$ cat config.mk
export PLATFORM = sky130hd
export DESIGN_NAME = rpt_regs
export DESIGN_NICKNAME = d
export VERILOG_FILES = /design/src/rtl/rpt_pkg.sv /design/src/rtl/rpt_regs.sv
export SDC_FILE = /design/constraint.sdc
export NUM_CORES = 1
export LEC_CHECK = 0
export BUFFER_PORTS_ARGS = -buffer_cell sky130_fd_sc_hd__buf_2
export CAP_MARGIN = 25
export CORE_ASPECT_RATIO = 1.25
export CORE_UTILIZATION = 51
export CTS_CLUSTER_DIAMETER = 50
export DETAILED_ROUTE_END_ITERATION = 10
export MAX_ROUTING_LAYER = met4
export PLACE_DENSITY = 0.8
export SLEW_MARGIN = 20
export SYNTH_ARGS = -nofsm -noshare
export SYNTH_HDL_FRONTEND = slang
export SYNTH_SLANG_ARGS = --single-unit
$ cat constraint.sdc
create_clock -name ref_clk -period 1.46 [get_ports ref_clk]
set_input_delay 0.365 -clock ref_clk [delete_from_list [all_inputs] [get_ports ref_clk]]
set_output_delay 0.365 -clock ref_clk [all_outputs]
set_load 0.02 [all_outputs]
$ cat src/rtl/rpt_pkg.sv
// Constants for the received-power threshold and conversion result register slice.
// Assumes byte-wide register access from the device's 2-wire serial engine.
// Function
// - Set warning when received power high byte is below low threshold high byte.
// - Set warning when received power high byte exceeds high threshold high byte.
// - Low threshold bytes at 0x26/0x27, read/write, reset zero, 16-bit unsigned.
// - Threshold low byte step is 0.1 microwatt; value is unsigned binary.
// - Checksum byte covers page bytes 0 through 94.
// - Checksum at 0x5F is plain storage, never computed, resets to zero.
// - Checksum reads and writes accepted with manufacturer access level.
// - In user level, checksum is readable and writes are ignored.
// - Temperature high byte at 0x60 is read-only, resets zero, one degree per count.
// - Temperature and voltage low bytes always read zero, unused in comparisons.
// - Voltage high byte at 0x62 read-only, resets zero, 25.6 mV per count.
// - Temperature reads zero until the first conversion completes.
package rpt_pkg;

  // Byte addresses within the diagnostic page
  localparam logic [7:0] RPT_OFS_RX_HIGH_THR_HIGH = 8'h24;
  localparam logic [7:0] RPT_OFS_RX_HIGH_THR_LOW = 8'h25;
  localparam logic [7:0] RPT_OFS_RX_LOW_THR_HIGH = 8'h26;
  localparam logic [7:0] RPT_OFS_RX_LOW_THR_LOW = 8'h27;
  localparam logic [7:0] RPT_OFS_PAGE_CHECKSUM = 8'h5F;
  localparam logic [7:0] RPT_OFS_TEMP_HIGH = 8'h60;
  localparam logic [7:0] RPT_OFS_TEMP_LOW = 8'h61;
  localparam logic [7:0] RPT_OFS_VIN_HIGH = 8'h62;
  localparam logic [7:0] RPT_OFS_VIN_LOW = 8'h63;

  // Values after reset and fixed read values
  localparam logic [7:0] RPT_RST_BYTE = 8'h00;
  localparam logic [7:0] RPT_ZERO_BYTE = 8'h00;

  // Register state of the slice
  typedef struct packed {
    logic [7:0] rx_power_high_threshold_high;
    logic [7:0] rx_power_high_threshold_low;
    logic [7:0] rx_power_low_threshold_high;
    logic [7:0] rx_power_low_threshold_low;
    logic [7:0] page_checksum;
    logic [7:0] temperature_result_high;
    logic [7:0] supply_voltage_result_high;
    logic [7:0] rx_power_result_high;
    logic conv_seen;
    logic [7:0] rdata;
    logic rvalid;
    logic warning_flag;
  } rpt_state_t;

endpackage : rpt_pkg

$ cat src/rtl/rpt_regs.sv
// Received-power thresholds, page checksum and conversion result registers.
// Assumes the serial engine presents one-cycle byte read/write strobes with an
// address, and the converter presents results with a one-cycle done strobe.
`timescale 1ns/100ps
`default_nettype none

module rpt_regs (
  input wire logic ref_clk,
  input wire logic arst_n,
  input wire logic [7:0] reg_addr,
  input wire logic reg_wr,
  input wire logic reg_rd,
  input wire logic [7:0] reg_wdata,
  output logic [7:0] reg_rdata,
  output logic reg_rvalid,
  input wire logic manufacturer_access_level,
  input wire logic conv_done,
  input wire logic [7:0] adc_temp_high,
  input wire logic [7:0] adc_vin_high,
  input wire logic [7:0] adc_rx_power_high,
  output logic warning_flag,
  output logic temperature_valid
);
  import rpt_pkg::*;

  rpt_state_t st_ff;
  rpt_state_t nxt_st;

  // Decoded accesses
  logic wr_chk;
  logic wr_ok_chk;
  logic below_low;
  logic above_high;

  // Checksum writes only land at manufacturer level
  assign wr_chk = reg_wr && (reg_addr == RPT_OFS_PAGE_CHECKSUM);
  assign wr_ok_chk = wr_chk && manufacturer_access_level;

  // Only high bytes compare; the threshold low bytes at 0x25 and 0x27 are stored but unused
  // Trade-off: a full 16-bit compare would be cheap, but the result low byte
  // is always zero, so the low bytes could only move the trip point by less
  // than one high-byte step and would surprise a host that leaves them zero
  assign below_low = st_ff.rx_power_result_high < st_ff.rx_power_low_threshold_high;
  assign above_high = st_ff.rx_power_result_high > st_ff.rx_power_high_threshold_high;

  // Next-state logic for every register of the slice
  always_comb begin
    nxt_st = st_ff;
    nxt_st.rvalid = 1'b0;

    // Host writes to read/write thresholds; read-only and unmapped addresses ignore writes
    if (reg_wr) begin
      case (reg_addr)
        RPT_OFS_RX_HIGH_THR_HIGH: begin
          nxt_st.rx_power_high_threshold_high = reg_wdata;
        end
        RPT_OFS_RX_HIGH_THR_LOW: begin
          nxt_st.rx_power_high_threshold_low = reg_wdata;
        end
        RPT_OFS_RX_LOW_THR_HIGH: begin
          nxt_st.rx_power_low_threshold_high = reg_wdata;
        end
        RPT_OFS_RX_LOW_THR_LOW: begin
          nxt_st.rx_power_low_threshold_low = reg_wdata;
        end
        default: begin
        end
      endcase
    end

    // Checksum is host-maintained storage over bytes 0..94; nothing here sums it
    if (wr_ok_chk) begin
      nxt_st.page_checksum = reg_wdata;
    end

    // Results move together on a finished conversion, so reads never see a mix
    // Hazard: the adc_* inputs may change freely between done pulses; only the
    // done cycle is sampled, so stale converter outputs never leak into a read
    if (conv_done) begin
      nxt_st.temperature_result_high = adc_temp_high;
      nxt_st.supply_voltage_result_high = adc_vin_high;
      nxt_st.rx_power_result_high = adc_rx_power_high;
      nxt_st.conv_seen = 1'b1;
    end

    // Read data answers one cycle after the strobe; unmapped reads give zero
    // Limitation: the received power result feeds the compare only and is not
    // mapped for reading here; its address lies outside this slice
    if (reg_rd) begin
      nxt_st.rvalid = 1'b1;
      case (reg_addr)
        RPT_OFS_RX_HIGH_THR_HIGH: begin
          nxt_st.rdata = st_ff.rx_power_high_threshold_high;
        end
        RPT_OFS_RX_HIGH_THR_LOW: begin
          nxt_st.rdata = st_ff.rx_power_high_threshold_low;
        end
        RPT_OFS_RX_LOW_THR_HIGH: begin
          nxt_st.rdata = st_ff.rx_power_low_threshold_high;
        end
        RPT_OFS_RX_LOW_THR_LOW: begin
          nxt_st.rdata = st_ff.rx_power_low_threshold_low;
        end
        RPT_OFS_PAGE_CHECKSUM: begin
          nxt_st.rdata = st_ff.page_checksum;
        end
        RPT_OFS_TEMP_HIGH: begin
          nxt_st.rdata = st_ff.temperature_result_high;
        end
        RPT_OFS_TEMP_LOW: begin
          nxt_st.rdata = RPT_ZERO_BYTE;
        end
        RPT_OFS_VIN_HIGH: begin
          nxt_st.rdata = st_ff.supply_voltage_result_high;
        end
        RPT_OFS_VIN_LOW: begin
          nxt_st.rdata = RPT_ZERO_BYTE;
        end
        default: begin
          nxt_st.rdata = RPT_ZERO_BYTE;
        end
      endcase
    end

    // Warning follows the compare each cycle; a level, not sticky
    nxt_st.warning_flag = below_low || above_high;
  end

  // State register; every field resets to a constant
  // Fields are reset one by one so each byte's reset value stays visible
  always_ff @(posedge ref_clk or negedge arst_n) begin
    if (!arst_n) begin
      st_ff.rx_power_high_threshold_high <= RPT_RST_BYTE;
      st_ff.rx_power_high_threshold_low <= RPT_RST_BYTE;
      st_ff.rx_power_low_threshold_high <= RPT_RST_BYTE;
      st_ff.rx_power_low_threshold_low <= RPT_RST_BYTE;
      st_ff.page_checksum <= RPT_RST_BYTE;
      st_ff.temperature_result_high <= RPT_RST_BYTE;
      st_ff.supply_voltage_result_high <= RPT_RST_BYTE;
      st_ff.rx_power_result_high <= RPT_RST_BYTE;
      st_ff.conv_seen <= 1'b0;
      st_ff.rdata <= RPT_RST_BYTE;
      st_ff.rvalid <= 1'b0;
      st_ff.warning_flag <= 1'b0;
    end else begin
      st_ff <= nxt_st;
    end
  end

  // Outputs straight from the state flops
  assign reg_rdata = st_ff.rdata;
  assign reg_rvalid = st_ff.rvalid;
  assign warning_flag = st_ff.warning_flag;
  assign temperature_valid = st_ff.conv_seen;
endmodule : rpt_regs

`default_nettype wire

---- After elaboration in Yosys (flattened, before gate mapping) ----
Cells that the tools add are included.
operators by class
  order comparisons ....................... 2
  muxes and demuxes ....................... 2
  equal/unequal tests ..................... 7
  $mul .................................... 0
  bitwise gates (word level) .............. 0
  shifts and indexed selects .............. 0
  reductions and logical operators ........ 7
  div/mod/pow operators ................... 0
  add/subtract/negate cells ............... 0
operator list
  operator            count
  $pmux 8 s7          1
  $eq 8x6->1 const B  4
  $eq 8x7->1 const B  3
  $gt 8x8->1          1
  $lt 8x8->1          1
  $reduce_and 2->1    4
  $logic_and 1x1->1   2
  $logic_or 1x1->1    1
  $mux 1              1
word-level totals
  bits of input ports ..................... 46
  register bits ........................... 75
  output and inout port bits .............. 11
  memories ................................ 0
  bits in read-only memories .............. 0
  RAM bits ................................ 0
  bits in latches ......................... 0
  word-level logic and storage cells ...... 30

---- Depth between registers and ports, before layout ----
  word-level depth ........................ 3
  gate-level depth with buffers ........... 7
  gate-level depth less buffers ........... 7

---- Worst setup path before layout ----
OpenSTA, ideal clock, no wires.
  path type ............................... in2reg
  start ................................... input port reg_addr[4]
  end ..................................... register st_ff[59] (netlist name)
  setup slack ............................. -0.497 ns
  library setup time ...................... 0.125 ns
  stages .................................. 5
  required time ........................... 1.335 ns
  arrival time ............................ 1.832 ns
  buffers on the path ..................... 0
  path through ............................ or4b_4 nor3_4 nand3_1 nor2_4 mux2_2
between the ends
  cells in the longest elaborated chain, start to end .. 2
ends and longest elaborated chain
  item                               RTL line         text
  from (decl)                        rpt_regs.sv:10   input wire logic [7:0] reg_addr,
  $eq 8x6->1                         rpt_regs.sv:53   case (reg_addr)
  $reduce_and 2->1 (no source line)  -
  to (signal assigned)               rpt_regs.sv:146  st_ff <= nxt_st;
  to (decl)                          rpt_regs.sv:26   rpt_state_t st_ff;
Every way passes these cells.
A chain may end at the register's enable or synchronous reset.

---- Worst setup path after layout ----
  start ................................... input port reg_addr[3]
  end ..................................... register st_ff[67] (netlist name)
Same word-level chain as after synthesis.

==> flow_summary.toml <==
[status]
outcome = "finished, violations left"
violations = "negative setup slack"

[die]
start_util_pct = 53.2
rows = 34
io_pins = 57
dieHeight_um = 97.6
coreArea_sq_mm = 0.00702
dieArea_sq_mm = 0.00767
die_w_um = 78.5

[setup_path]
crit_path_end_kind = "flip-flop"
path_delay_family = "simple AND/OR/NAND/NOR gates"
crit_fanout = 8
cp_slowest_stage_delay_ns = 0.56
path_cells = "buf_6 -> or4b_4 -> nor3_4 -> buf_6 -> buf_8 -> nand3_4 -> mux2_2"
critical-path-slowest-cell = "or4b_4"
crit_top_cell = "buf_6"
worst_setup_path_start_kind = "input port"
crit_type = "in2reg"
crit_arrival_ns = 1.92
crit_required_ns = 1.70
critPathBufInv = 3

[sta]
post-route-min-period_ns = 1.68
finalCritPeriodShare_pct = 115
worst_slack_ns = -0.222
drv_slew = 0
setup_viol = 41
worstMarginPinSlew_ns = 0.581
rsz0062_at_grt = "yes"
holdWs_ns = 0.0207
slew_headroom_pct = 61.3
finClkSkew_ns = 0.00344
hold_viol_final = 0
max_freq_mhz = 594

[clock_network]
clk_pin_slew_ns = 0.08
cts_buffers = 9
clock_sinks = 75
clockBufferDepth = 2
cts_max_level = 3
clk_latency_ns = 0.36
cts_tree = "yes"
cts_hold_buf = 0
cts-root-buf = "clkbuf_8"

[global_routing]
track_usage_pct = 26.0
grt_max_degree = 76
grt-ovfl-total = 0
grt_first_pass_wirelength_um = 14500
grt_pass1_vias = 2825
antenna_found_initial = 0

[final_layout]
finish.net_count = 430
finalInstanceArea_sq_mm = 0.00479
fillers = 487
final_cell_mix = "74 x dfrtp_1, 59 x mux2_2, 54 x buf_2"
drive_gt1_share_pct = 56.4
final_cells = 464
regArea_sq_mm = 0.00188
multiInputGateArea_sq_mm = 0.00188
layout_commonest_cell = "dfrtp_1"
syn_to_final_growth_pct = 28.3
n_antenna_cell = 0

[routing]
first_iter_violations = 138
routed_wl_um = 8940
post_drt_wl_per_cell_um = 19.3
antenna_left = 0
drt-vias-per-instance = 5.80
vias = 2689
firstDrtPassIters = 4
drc = 0

[synthesis]
synth_edf_count = 0
ys_seq_area_share_pct = 50.3
syn_nets = 345
yosysUniqueCellTypes = 43
yosys_warnings = 0
async_reset_ff_share_pct = 100
synthesis.area_sq_mm = 0.00373
synth_ff_type = "dfrtp_1"
syn_avg_cell_area_sq_um = 13.1
synth_seq_cells = 75
synthCells = 284

[placement]
dp.cells = 441
hpwl_um = 6270
portBuffers = 56
placed_cell_area_sq_mm = 0.00429
gp_congestion = 0.854

[pwr]
p_leak_nw = 2.28
p_per_area_mw_per_mm2 = 980
power_w = 0.00469
worst_ir_drop_vdd_mv = 0.516

[flow_run]
maxCapViolCount = 0

[worst_hold_path]
hold_path.class = "in2async"
-- cells in the mapped netlist (2+ instances only) --
master	n	area [sq um]
nor2_1	2	7.51
o22ai_1	9	56.3
ha_1	15	188
mux2_2	68	766
inv_1	19	71.3
o22a_1	5	43.8
nand4_1	4	25.0
a221o_1	5	50.1
clkbuf_1	3	11.3
a221oi_1	3	26.3
mux4_2	3	67.6
a22oi_1	10	75.1
dfrtp_1	75	1880
a21oi_1	5	25.0
o31ai_1	2	15.0
nand2b_1	4	25.0
a21o_1	3	22.5
nand2_1	3	11.3
nor2b_1	8	50.1
a22o_1	3	26.3
buf_2	5	25.0
buf_4	8	60.1
o21ai_0	2	10.0
-- registers in the layout, indices dropped and copies added (netlist names) --
name and cells:
reg_rdata 8, reg_rvalid 1, st_ff 64, temperature_valid 1, warning_flag 1
-- what timing repair did --
action | 4_1_cts | 5_1_grt
gates resized for setup | 21 | 18
hold endpoints to repair | 0 | 0
pin swaps | 13 | 19
cloned | 0 | 0
endpoints found under the setup margin | 40 | 41
setup buffers | 4 | 3
-- report_power, final --
group / switching (W) / total [W] / internal (W)
sequential: 0.0000939 / 0.00229 / 0.00220
clock: 0.000816 / 0.00179 / 0.000972
combinational: 0.000298 / 0.000613 / 0.000315
total: 0.00121 / 0.00469 / 0.00348
-- kinds of logic after synthesis --
family | Yosys count | synth area share, %
flip-flops | 75 | 50.3
AND/OR/NAND/NOR | 35 | 7.31
multiplexers | 71 | 22.3
buffers and inverters | 38 | 5.03
adder cells (fa/ha/maj) | 15 | 5.03
AO/OA/AOI/OAI | 50 | 10.0
-- worst register-to-register path, delay by kind of cell, from the launching register on --
kind	cells	cell delay, ns
AOI/OAI and AO/OA	3	0.58
muxes	1	0.48
DFF	1	0.40
-- area by class of cell --
class,instances,area share [%]
inverters,19,1.49
multi-input cells,171,39.2
repair buffers,93,13.0
well taps,90,2.35
clock inverters,7,2.14
clock buffers,9,2.59
flip-flops and latches,75,39.2
-- layer usage --
metal | vias to the layer above | track usage, % | part of all wire [%]
met4 | 0 | 12.0 | 2.9
met2 | 73 | 42.6 | 54
met5 | - | - | 0
li1 | 1221 | - | -
met3 | 23 | 5.63 | 3.2
met1 | 1372 | 30.3 | 39
-- path summary, 6_finish.rpt --
path	start	to	slack, ns	cells past startpoint
min	arst_n	reg_rdata[4]	0.02	2
min reg2reg	temperature_valid	temperature_valid	0.47	1
max	reg_addr[3]	st_ff[67]	-0.22	7
max reg2reg	st_ff[47]	reg_rdata[4]	-0.11	4
min in group ref_clk	adc_rx_power_high[0]	st_ff[11]	0.22	3
max in group asynchronous	arst_n	st_ff[12]	1.10	2
-- metrics by stage --
stage	util, %	TNS [ns]	worst slack, ns
2_1_floorplan	-	-15.49	-0.470
3_3_place_gp	61.1	-24.91	-0.622
3_5_place_dp	61.1	-25.97	-0.693
4_1_cts	66.3	-9.16	-0.262
5_1_grt	68.2	-9.74	-0.275
6_report	68.2	-7.79	-0.222
No activity file was read; power rests on OpenSTA's default activity.
